File: src/hw/sp4_defines.svh
`ifndef SP4_DEFINES_SVH
`define SP4_DEFINES_SVH

// ------------------------------------------------------------
// Register offsets
// ------------------------------------------------------------
`define SP4_ADDR_CTRL     8'h98
`define SP4_ADDR_BUF      8'h99
`define SP4_ADDR_PWR      8'h87
`define SP4_ADDR_IRQ_STAT 8'ha0
`define SP4_ADDR_IRQ_CLR  8'ha1
`define SP4_ADDR_IRQ_EN   8'ha2

// ------------------------------------------------------------
// Field positions
// ------------------------------------------------------------
`define SP4_CTRL_MODE_SEL0_OR_FRAME_ERR 7
`define SP4_CTRL_SM1    6
`define SP4_CTRL_MPE    5
`define SP4_CTRL_REN    4
`define SP4_CTRL_TB8    3
`define SP4_CTRL_RB8    2
`define SP4_CTRL_TI     1
`define SP4_CTRL_RI     0
`define SP4_PWR_DOUBLE  7
`define SP4_PWR_FESEL   6
`define SP4_IRQ_TX      0
`define SP4_IRQ_RX      1
`define SP4_IRQ_FE      2

// ------------------------------------------------------------
// Reset values
// ------------------------------------------------------------
`define SP4_RST_BYTE 8'h00
`define SP4_RST_IRQ  3'h0

// ------------------------------------------------------------
// Timing counts, in system clocks; oversample count and sample point in oversample ticks
// ------------------------------------------------------------
`define SP4_M0_SLOW_DIV 12
`define SP4_M0_FAST_DIV 4
`define SP4_M2_SLOW_BIT 64
`define SP4_M2_FAST_BIT 32
`define SP4_OVERSAMPLE  16
`define SP4_SAMPLE_POS  4'h7

`endif

File: src/hw/sp4_pkg.sv
package sp4_pkg;

  typedef enum logic [1:0] {
    SP4_MODE0,
    SP4_MODE1,
    SP4_MODE2,
    SP4_MODE3
  } sp4_mode_t;

  typedef enum logic [1:0] {
    SP4_TX_IDLE,
    SP4_TX_SYNC,
    SP4_TX_ASYNC
  } sp4_tx_state_t;

  typedef enum logic {
    SP4_RX_IDLE,
    SP4_RX_FRAME
  } sp4_rx_state_t;

endpackage

File: src/hw/sp4_sync.sv
`timescale 1ns/10ps

module sp4_sync (
  input  wire logic sys_clk,
  input  wire logic rst_n,
  input  wire logic d_in,
  output logic      q_out
);

  logic meta_q;
  logic meta_d;
  logic sync_q;
  logic sync_d;

  always_comb
  begin
    meta_d = d_in;
    sync_d = meta_q;
  end

  // Idle line level is high
  always_ff @(posedge sys_clk or negedge rst_n)
  begin
    if (!rst_n)
    begin
      meta_q <= 1'b1;
      sync_q <= 1'b1;
    end
    else
    begin
      meta_q <= meta_d;
      sync_q <= sync_d;
    end
  end

  assign q_out = sync_q;

endmodule

File: src/hw/sp4_tick_gen.sv
`timescale 1ns/10ps
`include "sp4_defines.svh"

module sp4_tick_gen (
  input  wire logic       sys_clk,
  input  wire logic       rst_n,
  input  wire logic [1:0] mode,
  input  wire logic       fast,
  input  wire logic       dbl,
  input  wire logic       timer_ovf,
  input  wire logic       m0_run,
  output logic            half_tick,
  output logic            os_tick
);

  logic [2:0] m0_cnt_q;
  logic [2:0] m0_cnt_d;
  logic [2:0] m0_lim;
  logic [2:0] os_cnt_q;
  logic [2:0] os_cnt_d;
  logic [2:0] os_lim;
  logic       os_step;

  // ------------------------------------------------------------
  // Shift clock half periods and oversample ticks
  // ------------------------------------------------------------
  always_comb
  begin
    m0_lim = fast ? 3'(`SP4_M0_FAST_DIV / 2) : 3'(`SP4_M0_SLOW_DIV / 2);
    // Held at zero between frames so every shift clock phase is full length
    m0_cnt_d = 3'h0;
    if (m0_run && m0_cnt_q != m0_lim - 3'h1)
    begin
      m0_cnt_d = m0_cnt_q + 3'h1;
    end
    half_tick = m0_run && (m0_cnt_q == m0_lim - 3'h1);
    if (mode == 2'h2)
    begin
      os_lim  = dbl ? 3'(`SP4_M2_FAST_BIT / `SP4_OVERSAMPLE)
                    : 3'(`SP4_M2_SLOW_BIT / `SP4_OVERSAMPLE);
      os_step = 1'b1;
    end
    else
    begin
      os_lim  = dbl ? 3'h1 : 3'h2;
      os_step = timer_ovf;
    end
    os_cnt_d = os_cnt_q;
    if (os_step)
    begin
      os_cnt_d = (os_cnt_q >= os_lim - 3'h1) ? 3'h0 : os_cnt_q + 3'h1;
    end
    os_tick = os_step && (os_cnt_q >= os_lim - 3'h1);
  end

  always_ff @(posedge sys_clk or negedge rst_n)
  begin
    if (!rst_n)
    begin
      m0_cnt_q <= 3'h0;
      os_cnt_q <= 3'h0;
    end
    else
    begin
      m0_cnt_q <= m0_cnt_d;
      os_cnt_q <= os_cnt_d;
    end
  end

endmodule

File: src/hw/sp4_serial_port.sv
// Added by the designer: strobed register access.
`timescale 1ns/10ps
`include "sp4_defines.svh"

// Operation
// - Control bit 7: mode bit or frame error
// - Frame error sticky until software clears
// - Mode bits pick frame length and rate
// - Modes 2/3 filter: ninth bit zero dropped
// - Mode 1 filter: bad stop dropped
// - Mode 0 shift clock divides 12 or 4
// - Receive only while receive permit set; mode 0 finishes a byte begun before permit clears
// - Ninth transmit bit set by software only
// - Receive ninth bit takes ninth or stop
// - Transmit done: bit 8 end or stop start
// - Receive done: bit 8 end or mid stop
// - Buffer: read receive, write transmit
// - Address recognition and framing error detection
// - Mode 1: start, eight data, stop
// - Mode 1 rate: overflow over 16 or 32
// - Mode 0 receive needs permit, flag clear
module sp4_serial_port (
  input  wire logic       sys_clk,
  input  wire logic       rst_n,
  input  wire logic [7:0] addr,
  input  wire logic [7:0] wr_data,
  input  wire logic       wr_en,
  input  wire logic       rd_en,
  output logic      [7:0] rd_data,
  input  wire logic       timer_ovf,
  input  wire logic       rxd_in,
  output logic            rxd_out,
  output logic            rxd_oe,
  output logic            txd_out,
  output logic            irq
);

  logic [1:0]               mode_q, mode_d;
  logic                     fe_q, fe_d, mpe_q, mpe_d, ren_q, ren_d;
  logic                     tb8_q, tb8_d, rb8_q, rb8_d, ti_q, ti_d, ri_q, ri_d;
  logic                     dbl_q, dbl_d, fesel_q, fesel_d;
  logic [7:0]               rx_buf_q, rx_buf_d, rd_data_q, rd_data_d;
  logic [2:0]               irq_st_q, irq_st_d, irq_en_q, irq_en_d;
  sp4_pkg::sp4_tx_state_t   tx_st_q, tx_st_d;
  logic [10:0]              tx_sh_q, tx_sh_d;
  logic [3:0]               tx_bit_q, tx_bit_d, tx_os_q, tx_os_d;
  logic                     ph_q, ph_d, m0rx_q, m0rx_d;
  sp4_pkg::sp4_rx_state_t   rx_st_q, rx_st_d;
  logic [8:0]               rx_sh_q, rx_sh_d;
  logic [3:0]               rx_bit_q, rx_bit_d, rx_os_q, rx_os_d;
  logic                     rx_prev_q;
  logic                     rxd_s, half_tick, os_tick;
  logic                     buf_wr, ctrl_wr, ti_set, ri_set, fe_set, m0_rx_done;
  logic                     accept, m1, m23;
  logic [3:0]               last_bit;
  logic [7:0]               rx_byte, ctrl_rd;
  sp4_pkg::sp4_mode_t       mode;

  sp4_sync u_rx_sync (
    .sys_clk (sys_clk),
    .rst_n   (rst_n),
    .d_in    (rxd_in),
    .q_out   (rxd_s)
  );

  sp4_tick_gen u_tick (
    .sys_clk   (sys_clk),
    .rst_n     (rst_n),
    .mode      (mode_q),
    .fast      (mpe_q),
    .dbl       (dbl_q),
    .timer_ovf (timer_ovf),
    .m0_run    (tx_st_q == sp4_pkg::SP4_TX_SYNC),
    .half_tick (half_tick),
    .os_tick   (os_tick)
  );

  // ------------------------------------------------------------
  // Mode decode
  // ------------------------------------------------------------
  always_comb
  begin
    mode     = sp4_pkg::sp4_mode_t'(mode_q);
    m1       = (mode == sp4_pkg::SP4_MODE1);
    m23      = (mode == sp4_pkg::SP4_MODE2) || (mode == sp4_pkg::SP4_MODE3);
    last_bit = m1 ? 4'h9 : 4'ha;
    buf_wr   = wr_en && (addr == `SP4_ADDR_BUF);
    ctrl_wr  = wr_en && (addr == `SP4_ADDR_CTRL);
  end

  // ------------------------------------------------------------
  // Transmitter and mode 0 shifter
  // ------------------------------------------------------------
  always_comb
  begin
    tx_st_d    = tx_st_q;
    tx_sh_d    = tx_sh_q;
    tx_bit_d   = tx_bit_q;
    tx_os_d    = tx_os_q;
    ph_d       = ph_q;
    m0rx_d     = m0rx_q;
    ti_set     = 1'b0;
    m0_rx_done = 1'b0;
    case (tx_st_q)
      sp4_pkg::SP4_TX_IDLE:
      begin
        tx_bit_d = 4'h0;
        tx_os_d  = 4'h0;
        ph_d     = 1'b0;
        if (buf_wr && mode == sp4_pkg::SP4_MODE0)
        begin
          tx_st_d = sp4_pkg::SP4_TX_SYNC;
          tx_sh_d = {3'b111, wr_data};
          m0rx_d  = 1'b0;
        end
        else if (buf_wr)
        begin
          tx_st_d = sp4_pkg::SP4_TX_ASYNC;
          // Frame is start, data LSB first, ninth bit in modes 2/3 only, stop
          tx_sh_d = m1 ? {2'b11, wr_data, 1'b0}
                       : {1'b1, tb8_q, wr_data, 1'b0};
        end
        else if (mode == sp4_pkg::SP4_MODE0 && ren_q && !ri_q)
        begin
          tx_st_d = sp4_pkg::SP4_TX_SYNC;
          tx_sh_d = 11'h000;
          m0rx_d  = 1'b1;
        end
      end
      sp4_pkg::SP4_TX_SYNC:
      begin
        if (half_tick && !ph_q)
        begin
          ph_d = 1'b1;
          if (m0rx_q)
          begin
            tx_sh_d = {3'b000, rxd_s, tx_sh_q[7:1]};
          end
        end
        else if (half_tick)
        begin
          ph_d     = 1'b0;
          tx_bit_d = tx_bit_q + 4'h1;
          if (!m0rx_q)
          begin
            tx_sh_d = {3'b111, 1'b1, tx_sh_q[7:1]};
          end
          if (tx_bit_q == 4'h7)
          begin
            tx_st_d    = sp4_pkg::SP4_TX_IDLE;
            ti_set     = !m0rx_q;
            m0_rx_done = m0rx_q;
          end
        end
      end
      sp4_pkg::SP4_TX_ASYNC:
      begin
        if (os_tick)
        begin
          tx_os_d = tx_os_q + 4'h1;
          if (tx_os_q == 4'hf)
          begin
            tx_sh_d  = {1'b1, tx_sh_q[10:1]};
            tx_bit_d = tx_bit_q + 4'h1;
            ti_set   = (tx_bit_q == last_bit - 4'h1);
            if (tx_bit_q == last_bit)
            begin
              tx_st_d = sp4_pkg::SP4_TX_IDLE;
            end
          end
        end
      end
      default:
      begin
        tx_st_d = sp4_pkg::SP4_TX_IDLE;
      end
    endcase
  end

  always_ff @(posedge sys_clk or negedge rst_n)
  begin
    if (!rst_n)
    begin
      tx_st_q  <= sp4_pkg::SP4_TX_IDLE;
      tx_sh_q  <= 11'h7ff;
      tx_bit_q <= 4'h0;
      tx_os_q  <= 4'h0;
      ph_q     <= 1'b0;
      m0rx_q   <= 1'b0;
    end
    else
    begin
      tx_st_q  <= tx_st_d;
      tx_sh_q  <= tx_sh_d;
      tx_bit_q <= tx_bit_d;
      tx_os_q  <= tx_os_d;
      ph_q     <= ph_d;
      m0rx_q   <= m0rx_d;
    end
  end

  assign txd_out = (tx_st_q == sp4_pkg::SP4_TX_IDLE) ? 1'b1
                 : (tx_st_q == sp4_pkg::SP4_TX_SYNC) ? ph_q : tx_sh_q[0];
  assign rxd_oe  = (tx_st_q == sp4_pkg::SP4_TX_SYNC) && !m0rx_q;
  assign rxd_out = tx_sh_q[0];

  // ------------------------------------------------------------
  // Asynchronous receiver
  // ------------------------------------------------------------
  always_comb
  begin
    rx_st_d  = rx_st_q;
    rx_sh_d  = rx_sh_q;
    rx_bit_d = rx_bit_q;
    rx_os_d  = rx_os_q;
    fe_set   = 1'b0;
    ri_set   = m0_rx_done;
    accept   = 1'b0;
    rx_byte  = m1 ? rx_sh_q[8:1] : rx_sh_q[7:0];
    case (rx_st_q)
      sp4_pkg::SP4_RX_IDLE:
      begin
        // Start edge aligns the sample point; no edge search while busy
        if (mode != sp4_pkg::SP4_MODE0 && ren_q && rx_prev_q && !rxd_s)
        begin
          rx_st_d  = sp4_pkg::SP4_RX_FRAME;
          rx_os_d  = 4'h0;
          rx_bit_d = 4'h0;
        end
      end
      sp4_pkg::SP4_RX_FRAME:
      begin
        if (!ren_q || mode == sp4_pkg::SP4_MODE0)
        begin
          rx_st_d = sp4_pkg::SP4_RX_IDLE;
        end
        else if (os_tick)
        begin
          rx_os_d = rx_os_q + 4'h1;
          if (rx_os_q == `SP4_SAMPLE_POS)
          begin
            rx_bit_d = rx_bit_q + 4'h1;
            if (rx_bit_q == 4'h0 && rxd_s)
            begin
              rx_st_d = sp4_pkg::SP4_RX_IDLE;
            end
            else if (rx_bit_q == last_bit)
            begin
              rx_st_d = sp4_pkg::SP4_RX_IDLE;
              fe_set  = !rxd_s;
              accept  = !ri_q && !(mpe_q && ((m23 && !rx_sh_q[8]) ||
                                            (m1 && !rxd_s)));
              ri_set  = accept;
            end
            else if (rx_bit_q != 4'h0)
            begin
              rx_sh_d = {rxd_s, rx_sh_q[8:1]};
            end
          end
        end
      end
      default:
      begin
        rx_st_d = sp4_pkg::SP4_RX_IDLE;
      end
    endcase
  end

  always_ff @(posedge sys_clk or negedge rst_n)
  begin
    if (!rst_n)
    begin
      rx_st_q   <= sp4_pkg::SP4_RX_IDLE;
      rx_sh_q   <= 9'h000;
      rx_bit_q  <= 4'h0;
      rx_os_q   <= 4'h0;
      rx_prev_q <= 1'b1;
    end
    else
    begin
      rx_st_q   <= rx_st_d;
      rx_sh_q   <= rx_sh_d;
      rx_bit_q  <= rx_bit_d;
      rx_os_q   <= rx_os_d;
      rx_prev_q <= rxd_s;
    end
  end

  // ------------------------------------------------------------
  // Registers; hardware set beats a software clear
  // ------------------------------------------------------------
  always_comb
  begin
    {mode_d, fe_d, mpe_d, ren_d} = {mode_q, fe_q, mpe_q, ren_q};
    {tb8_d, rb8_d, ti_d, ri_d}   = {tb8_q, rb8_q, ti_q, ri_q};
    {dbl_d, fesel_d}             = {dbl_q, fesel_q};
    rx_buf_d = rx_buf_q;
    irq_en_d = irq_en_q;
    irq_st_d = irq_st_q;
    if (ctrl_wr)
    begin
      if (fesel_q)
      begin
        fe_d = wr_data[`SP4_CTRL_MODE_SEL0_OR_FRAME_ERR];
      end
      else
      begin
        mode_d[1] = wr_data[`SP4_CTRL_MODE_SEL0_OR_FRAME_ERR];
      end
      mode_d[0] = wr_data[`SP4_CTRL_SM1];
      mpe_d     = wr_data[`SP4_CTRL_MPE];
      ren_d     = wr_data[`SP4_CTRL_REN];
      tb8_d     = wr_data[`SP4_CTRL_TB8];
      rb8_d     = wr_data[`SP4_CTRL_RB8];
      ti_d      = wr_data[`SP4_CTRL_TI];
      ri_d      = wr_data[`SP4_CTRL_RI];
    end
    if (wr_en && addr == `SP4_ADDR_PWR)
    begin
      dbl_d   = wr_data[`SP4_PWR_DOUBLE];
      fesel_d = wr_data[`SP4_PWR_FESEL];
    end
    if (wr_en && addr == `SP4_ADDR_IRQ_EN)
    begin
      irq_en_d = wr_data[2:0];
    end
    if (wr_en && addr == `SP4_ADDR_IRQ_CLR)
    begin
      irq_st_d = irq_st_q & ~wr_data[2:0];
    end
    irq_st_d = irq_st_d | {fe_set, ri_set, ti_set};
    fe_d     = fe_d | fe_set;
    ti_d     = ti_d | ti_set;
    ri_d     = ri_d | ri_set;
    if (m0_rx_done)
    begin
      rx_buf_d = tx_sh_q[7:0];
    end
    else if (accept)
    begin
      rx_buf_d = rx_byte;
      rb8_d    = m1 ? rxd_s : rx_sh_q[8];
    end
    ctrl_rd = {fesel_q ? fe_q : mode_q[1], mode_q[0], mpe_q, ren_q,
               tb8_q, rb8_q, ti_q, ri_q};
    case (addr)
      `SP4_ADDR_CTRL:     rd_data_d = ctrl_rd;
      `SP4_ADDR_BUF:      rd_data_d = rx_buf_q;
      `SP4_ADDR_PWR:      rd_data_d = {dbl_q, fesel_q, 6'h00};
      `SP4_ADDR_IRQ_STAT: rd_data_d = {5'h00, irq_st_q};
      `SP4_ADDR_IRQ_EN:   rd_data_d = {5'h00, irq_en_q};
      default:            rd_data_d = 8'h00;
    endcase
    if (!rd_en)
    begin
      rd_data_d = 8'h00;
    end
  end

  always_ff @(posedge sys_clk or negedge rst_n)
  begin
    if (!rst_n)
    begin
      {mode_q, fe_q, mpe_q, ren_q} <= 5'h00;
      {tb8_q, rb8_q, ti_q, ri_q}   <= 4'h0;
      {dbl_q, fesel_q}             <= 2'h0;
      rx_buf_q  <= `SP4_RST_BYTE;
      rd_data_q <= `SP4_RST_BYTE;
      irq_st_q  <= `SP4_RST_IRQ;
      irq_en_q  <= `SP4_RST_IRQ;
    end
    else
    begin
      {mode_q, fe_q, mpe_q, ren_q} <= {mode_d, fe_d, mpe_d, ren_d};
      {tb8_q, rb8_q, ti_q, ri_q}   <= {tb8_d, rb8_d, ti_d, ri_d};
      {dbl_q, fesel_q}             <= {dbl_d, fesel_d};
      rx_buf_q  <= rx_buf_d;
      rd_data_q <= rd_data_d;
      irq_st_q  <= irq_st_d;
      irq_en_q  <= irq_en_d;
    end
  end

  assign rd_data = rd_data_q;
  assign irq     = |(irq_st_q & irq_en_q);

  // ------------------------------------------------------------
  // Checks
  // ------------------------------------------------------------
  fe_sticky_a: assert property (@(posedge sys_clk) disable iff (!rst_n)
    fe_q && !ctrl_wr |=> fe_q) else $error("frame error lost");
  ctrl_bit7_a: assert property (@(posedge sys_clk) disable iff (!rst_n)
    rd_en && addr == `SP4_ADDR_CTRL && fesel_q |=> rd_data[7] == $past(fe_q))
    else $error("bit 7 not frame error");
  permit_off_a: assert property (@(posedge sys_clk) disable iff (!rst_n)
    !ren_q && rx_st_q == sp4_pkg::SP4_RX_IDLE |=> rx_st_q == sp4_pkg::SP4_RX_IDLE)
    else $error("receive without permit");
  ti_at_stop_a: assert property (@(posedge sys_clk) disable iff (!rst_n)
    $rose(ti_q) && tx_st_q == sp4_pkg::SP4_TX_ASYNC |-> txd_out && tx_bit_q == last_bit)
    else $error("transmit done not at stop");
  mp_ninth_a: assert property (@(posedge sys_clk) disable iff (!rst_n)
    $rose(ri_q) && mpe_q && m23 |-> rb8_q) else $error("ninth bit filter");
  mp_stop_a: assert property (@(posedge sys_clk) disable iff (!rst_n)
    $rose(ri_q) && mpe_q && m1 |-> rb8_q) else $error("stop bit filter");
  fast_clk_a: assert property (@(posedge sys_clk) disable iff (!rst_n)
    $fell(txd_out) && mode == sp4_pkg::SP4_MODE0 && mpe_q |=> !txd_out ##1 txd_out)
    else $error("fast shift clock");
  slow_clk_a: assert property (@(posedge sys_clk) disable iff (!rst_n)
    $fell(txd_out) && mode == sp4_pkg::SP4_MODE0 && !mpe_q |=> !txd_out [*5] ##1 txd_out)
    else $error("slow shift clock");
  buf_split_a: assert property (@(posedge sys_clk) disable iff (!rst_n)
    buf_wr && !accept && !m0_rx_done |=> rx_buf_q == $past(rx_buf_q))
    else $error("write reached receive buffer");
  m0_hold_a: assert property (@(posedge sys_clk) disable iff (!rst_n)
    mode == sp4_pkg::SP4_MODE0 && ri_q && !buf_wr && tx_st_q == sp4_pkg::SP4_TX_IDLE
    |=> tx_st_q == sp4_pkg::SP4_TX_IDLE) else $error("mode 0 receive with flag set");

endmodule

File: config.mk
export PLATFORM = sky130hd
export DESIGN_NAME = sp4_serial_port
export DESIGN_NICKNAME = d
export VERILOG_FILES = /design/src/hw/sp4_pkg.sv /design/src/hw/sp4_sync.sv /design/src/hw/sp4_tick_gen.sv /design/src/hw/sp4_serial_port.sv
export VERILOG_INCLUDE_DIRS = /design/src /design/src/hw
export SDC_FILE = /design/constraint.sdc
export NUM_CORES = 1
export LEC_CHECK = 0
export ABC_AREA = 1
export CORE_MARGIN = 8
export CORE_UTILIZATION = 30
export CTS_CLUSTER_DIAMETER = 120
export DETAILED_ROUTE_END_ITERATION = 12
export DONT_BUFFER_PORTS = 1
export PLACE_DENSITY_LB_ADDON = 0.15
export SYNTH_ARGS = -nofsm -noshare
export SYNTH_HDL_FRONTEND = slang
export SYNTH_HIERARCHICAL = 1
export SYNTH_SLANG_ARGS = --single-unit
File: constraint.sdc
create_clock -name sys_clk -period 6.2 [get_ports sys_clk]
set_clock_uncertainty 0.2 [all_clocks]
set_input_delay 0.62 -clock sys_clk [delete_from_list [all_inputs] [get_ports sys_clk]]
set_output_delay 0.62 -clock sys_clk [all_outputs]
set_load 0.03 [all_outputs]
**After elaboration in Yosys (flattened, before gate mapping)**

Index checks and enable logic that the tools add are counted.

- Bits in registers: 83
- Latch bits: 0
- Bits in writable memories: 0
- ROM bits: 0
- Input port bits: 22
- Output and inout bits: 12
- Logic and storage cells: 240
- Memories kept: 0

- $add $sub $neg: 9
- Multiply operators: 0
- Div/mod/pow operators: 0
- $lt $le $gt $ge: 1
- Eq/ne operators: 34
- Shift operators: 0
- Multiplexer cells: 102
- Bitwise gates (word level): 12
- Reduce and logical (&&, ||, !) cells: 52

Operator list:

| operator | number |
|---|---|
| 2-to-1 mux 11 bit | 9 |
| 2-to-1 mux 1 bit | 50 |
| equality test 8 bit (second input constant) | 6 |
| 2-to-1 mux 4 bit | 11 |
| case mux 8 bit (5 select lines) | 1 |
| case mux 11 bit (3 select lines) | 1 |
| 2-to-1 mux 8 bit | 4 |
| case mux 4 bit (2 select lines) | 3 |
| 2-to-1 mux 2 bit | 11 |
| logical AND 1 bit | 21 |
| AND reduction 7 bit | 3 |
| 2-to-1 mux 3 bit | 6 |
| adder 4 x 1 -> 4 bit (second input constant) | 4 |
| inequality test 2 bit (second input constant) | 8 |
| equality test 4 bit | 3 |
| case mux 4 bit (3 select lines) | 1 |
| 2-to-1 mux 10 bit | 1 |
| nonzero test 2 bit | 5 |
| inequality test 3 bit (second input constant) | 3 |
| equality test 4 x 3 -> 1 bit (second input constant) | 2 |
| logical NOT 1 bit | 7 |
| adder 3 x 1 -> 3 bit (second input constant) | 2 |
| AND 3 bit | 2 |
| equality test 2 bit (second input constant) | 3 |
| other kinds (25) | 43 |

**Longest topological paths before layout**

- Depth after elaboration: 15
- Depth in mapped cells: 16
- Gate-level depth less buffers: 16

**Cells and area by module**

The synthesis kept the hierarchy.

Modules (own cells, without submodules):

| module | times used | cells an instance | area each (um^2) | seq. area each (um^2) |
|---|---|---|---|---|
| sp4_serial_port | 1 | 586 | 4379.2 | 1891.8 |
| sp4_tick_gen | 1 | 53 | 405.4 | 150.1 |
| sp4_sync | 1 | 2 | 52.6 | 52.6 |

**Worst setup path before layout**

OpenSTA, ideal clock, no wires.

- Kind: register to register
- Start point: register mode_q[0], in the netlist mode[0]
- End point: register rx_sh_q[4]
- Arrival time: 2308 ps
- Required time: 5883 ps
- Setup slack: 3575 ps
- Stages on the path, launching flop included: 17
- Buffers on the path: 1
- Cells stage by stage: dfrtp_1 inv_1 nand2_1 or2_2 ha_1 nand2_1 inv_1 nand2_1 a21oi_1 inv_1 nor2_8 nand2_4 inv_2 nand3_4 buf_6 nand2_2 o21ai_2

- Word-level cells in the longest chain between the ends: 6
- Elaborated cells between the ends (all ways): 14

Ends and longest elaborated chain:

| item | RTL line | text |
|---|---|---|
| start, declared | sp4_serial_port.sv:38 | `logic [1:0] mode_q, mode_d;` |
| start signal, assigned | sp4_serial_port.sv:374 | `{mode_q, fe_q, mpe_q, ren_q} <= {mode_d, fe_d, mpe_d, ren_d};` |
| equality test 2 bit * | sp4_tick_gen.sv:37 | `if (mode == 2'h2)` |
| 2-to-1 mux 3 bit | sp4_tick_gen.sv:37 |  |
| subtractor 3 x 1 -> 3 bit | sp4_tick_gen.sv:53 | `os_tick = os_step && (os_cnt_q >= os_lim - 3'h1);` |
| >= comparator 3 bit | sp4_tick_gen.sv:53 |  |
| logical AND 1 bit * | sp4_tick_gen.sv:53 |  |
| named net os_tick | sp4_serial_port.sv:52 | `logic rxd_s, half_tick, os_tick;` |
| AND reduction 7 bit (no source line) * | -- |  |
| end signal, assigned | sp4_serial_port.sv:282 | `rx_sh_q <= rx_sh_d;` |
| end, declared | sp4_serial_port.sv:49 | `logic [8:0] rx_sh_q, rx_sh_d;` |

Mark *: on every way through the listed nets, which the timed path passes. The rest lies on a longest branch.
A chain may end at the register's enable or synchronous reset.

**Final worst setup path**

- Start point: register mode_q[0], in the netlist mode[0]
- End point: register rx_buf_q[0]

- Elaborated cells between the ends (all ways): 29

RTL lines:

| item | RTL line | text |
|---|---|---|
| equality test 2 bit * | sp4_tick_gen.sv:37 |  |
| 2-to-1 mux 3 bit | sp4_tick_gen.sv:37 |  |
| subtractor 3 x 1 -> 3 bit | sp4_tick_gen.sv:53 |  |
| >= comparator 3 bit | sp4_tick_gen.sv:53 |  |
| logical AND 1 bit * | sp4_tick_gen.sv:53 |  |
| named net os_tick | sp4_serial_port.sv:52 |  |
| 2-to-1 mux 1 bit * | sp4_serial_port.sv:237 | `else if (os_tick)` |
| 2-to-1 mux 1 bit * | sp4_serial_port.sv:233 | `if (!ren_q \|\| mode == sp4_pkg::SP4_MODE0)` |
| 2-to-1 mux 1 bit * | sp4_serial_port.sv:220 | `case (rx_st_q)` |
| nonzero test 2 bit (no source line) * | -- |  |
| end signal, assigned | sp4_serial_port.sv:367 | `` rx_buf_q <= `SP4_RST_BYTE; `` |
| end signal, assigned | sp4_serial_port.sv:377 | `rx_buf_q <= rx_buf_d;` |
| end, declared | sp4_serial_port.sv:42 | `logic [7:0] rx_buf_q, rx_buf_d, rd_data_q, rd_data_d;` |

Mark *: on every way through the listed nets, which the timed path passes. The rest lies on a longest branch. The select of a mux whose other input is x is not followed.

==> results.json <==
{
  "seq_area_mm2": 0.00209,
  "cts.sinks": 83,
  "dp_hpwl_mm": 9.67,
  "crit_type": "flip-flop to flip-flop",
  "viasPerCell": 4.67,
  "grt_max_degree": 84,
  "wl_met2_mm": 5.82,
  "fp.dieW_um": 143,
  "async_reset_ff_frac": 1.00,
  "cpMaxStageDelayCell": "dfrtp_1",
  "holdPathStages": 0,
  "placed_area_mm2": 0.00504,
  "startpoint_type": "flip-flop",
  "synth_nets": 678,
  "critPathMaxStageDelay_ps": 450,
  "cellPowerDensity_mw_per_mm2": 325,
  "r2r_slack_ps": 3150,
  "final_net_count": 681,
  "port_buffers": 0,
  "synth_top_area_cell": "dfrtp_1",
  "routed_wl_mm": 12.9,
  "num_io_pins": 34,
  "drc": 0,
  "worst_pin_slew_ps": 719,
  "max-slew-margin-rel": 0.518,
  "die_h_um": 143,
  "r2r_cells": 16,
  "drtPass1Iterations": 5,
  "clk_pin_slew_ps": 70,
  "multi_input_area_mm2": 0.00236,
  "post_cts_resized": 0,
  "first_iter_violations": 300,
  "hp-start": "rxd_in",
  "utilization": 0.341,
  "power.total_mw": 1.75,
  "antenna_found_initial": 0,
  "max_cap_violations": 0,
  "p_leak_nw": 2.59,
  "ant_nets": 0,
  "numCtsBuffers": 9,
  "cts-root-buf": "clkbuf_16",
  "synth_common_cells": "nand2_1 (200), inv_1 (79), dfrtp_1 (69)",
  "setup_viol": 0,
  "grt_pass1_wl_mm": 21.5,
  "worstReg2RegStart": "mode[0]$_DFFE_PN0P_",
  "wl_per_cell_um": 14.9,
  "h-tree-depth": 3,
  "avgSynthCellArea_um2": 7.55,
  "area_delta_synth_final_pct": 11.4,
  "clock_latency_ps": 360,
  "place_congestion": 0.826,
  "highest_layer": "met4",
  "rsz0062_at_grt": "no",
  "grt-ovfl-total": 0,
  "timing.fmax_ghz": 0.328,
  "crit_required_ps": 6300,
  "synth-seq-cells": 83,
  "synth_top_area_share": 0.357,
  "grt_usage": 0.135,
  "holdPathEnd": "u_rx_sync/meta_q$_DFF_PN1_",
  "finalSetupTns_ps": 0,
  "synthCells": 641,
  "ys_types": 42,
  "ir_drop_uv": 150,
  "end_kind": "flip-flop",
  "status": "complete, no violations",
  "crit_chain": "inv_1, nand2_1, or2_2, ha_1, nand2_1, inv_1, nand2_1, a21oi_1, inv_1, nor2_8, nand2_4, nor2_4, nand2_4, nand2_4, nand2_1, nand2_1",
  "fin_area_mm2": 0.00539,
  "path_common_cell": "nand2_1",
  "path_delay_family": "simple AND/OR/NAND/NOR gates",
  "fp-row-count": 46,
  "wl_met1_mm": 5.98,
  "synth_area_leaders": "dfrtp_1 (36%), nand2_1 (16%), dfstp_2 (7.6%)",
  "ys_warn_count": 6,
  "finalHoldViolCount": 0,
  "finalCritPeriodShare": 0.492,
  "critPathBufInv": 3,
  "n_antenna_cell": 0,
  "drive_gt1_frac": 0.117,
  "hold_path_class": "input pin to flip-flop",
  "synthMostInstantiatedCell": "nand2_1",
  "timing.rr.end": "rx_buf_q[0]$_DFFE_PN0P_",
  "cp_max_fo": 10,
  "dieArea_mm2": 0.0204,
  "netlist_area_mm2": 0.00484,
  "grt_pass1_vias": 3960,
  "clock_path_buffers": 2,
  "cts_tree": "built",
  "min_period_ps": 3050,
  "worstPathArrival_ps": 3150,
  "finalMaxSlewViolations": 0,
  "postCtsSetupBuffers": 0,
  "ys.flop_type": "dfrtp_1",
  "start_util": 0.306,
  "core_mm2": 0.0158,
  "holdBufCountCts": 2,
  "synth-edff-count": 0,
  "n_fill_cell": 1700,
  "vias": 4042,
  "wl_met3_um": 906,
  "ys_seq_area_frac": 0.433
}
## area by class of cell
class / count / share of cell area
Clock buffer: 9 / 0.0418
Clock inverter: 7 / 0.0153
Inverter: 86 / 0.0599
Multi-Input combinational cell: 462 / 0.437
Sequential cell: 83 / 0.389
Tap cell: 216 / 0.0501
Timing Repair Buffer: 2 / 0.00696
## power by group
part / internal, mW / switching (mW) / total (mW)
registers: 0.641 / 0.0723 / 0.713
logic: 0.147 / 0.321 / 0.468
clock network: 0.319 / 0.253 / 0.572
## state kept, by name, summed over array words and instances, names as in the netlist, 2 cells and up
name,count
rx_sh_q,9
irq_st_q,3
tx_st_q,2
rx_buf_q,8
mode,2
tx_sh_q,11
irq_en_q,3
u_tick/m0_cnt_q,3
tx_bit_q,4
tx_os_q,4
rx_bit_q,4
rx_os_q,4
u_tick/os_cnt_q,3
rd_data,8
## worst register-to-register path: stages, from the launching register on
cell     delay (ps)
dfrtp_1         450
inv_1            80
nand2_1          80
or2_2           290
ha_1            280
nand2_1          50
inv_1            40
nand2_1          70
a21oi_1         390
inv_1           220
nor2_8          160
nand2_4          60
nor2_4          170
nand2_4         130
nand2_4         150
nand2_1         120
nand2_1          70
## stage by stage
| step | hold WS (ps) | cells | worst slack (ps) |
|---|---|---|---|
| 2_1_floorplan | 124 | 641 | 3580 |
| 3_3_place_gp | 131 | 847 | 3180 |
| 3_5_place_dp | 130 | 847 | 3070 |
| 4_1_cts | 46.0 | 865 | 3060 |
| 5_1_grt | 45.3 | 865 | 2820 |
| 6_report | 60.1 | 865 | 3150 |
## cells by family (layout without fill, tap and decap cells)
logic type | after synthesis | count (layout) | share of synthesized area
adders and majority gates | 15 | 15 | 0.0388
buffers and inverters | 96 | 104 | 0.0797
other | 1 | 1 | 0.000775
DFF | 83 | 83 | 0.433
AOI/OAI and AO/OA | 106 | 106 | 0.124
xor gates and xnor gates | 6 | 6 | 0.0109
and+or+nand+nor | 334 | 334 | 0.313
## worst max-delay path by stage
stage / slack (ps) / cells after the start / start / end
floorplan: 3580 / 16 / mode[0]$_DFFE_PN0P_ / rx_sh_q[4]$_DFFE_PN0P_
global placement: 3180 / 16 / mode[0]$_DFFE_PN0P_ / rx_buf_q[0]$_DFFE_PN0P_
detailed placement: 3070 / 16 / mode[0]$_DFFE_PN0P_ / rx_buf_q[0]$_DFFE_PN0P_
CTS: 3060 / 16 / mode[0]$_DFFE_PN0P_ / rx_buf_q[0]$_DFFE_PN0P_
global route: 2820 / 16 / mode[0]$_DFFE_PN0P_ / rx_buf_q[0]$_DFFE_PN0P_
finish: 3150 / 16 / mode[0]$_DFFE_PN0P_ / rx_buf_q[0]$_DFFE_PN0P_
## placed cells by master, fill, tap and decap left out, types with 4 or more instances in the layout
cell type and instances:
o21ai_1 5, o211ai_1 4, o21ai_2 10, nor2_2 4, a21oi_1 17, nand3_1 53, nand2_2 5, dfstp_2 14
inv_1 79, inv_2 7, nor2_1 42, dfrtp_1 69, nor3_1 4, clkbuf_16 9, o21ai_0 61, nand2_1 200
xor2_1 4, ha_1 15, or2_2 4, nor2_4 4, nand4_1 6
## layer usage
metal | vias to the layer above | track usage
li1 | 2063 | -
met4 | 0 | 0.0453
met2 | 78 | 0.210
met1 | 1892 | 0.174
met5 | - | 0
met3 | 9 | 0.0421
(Power assumes the default switching activity.)
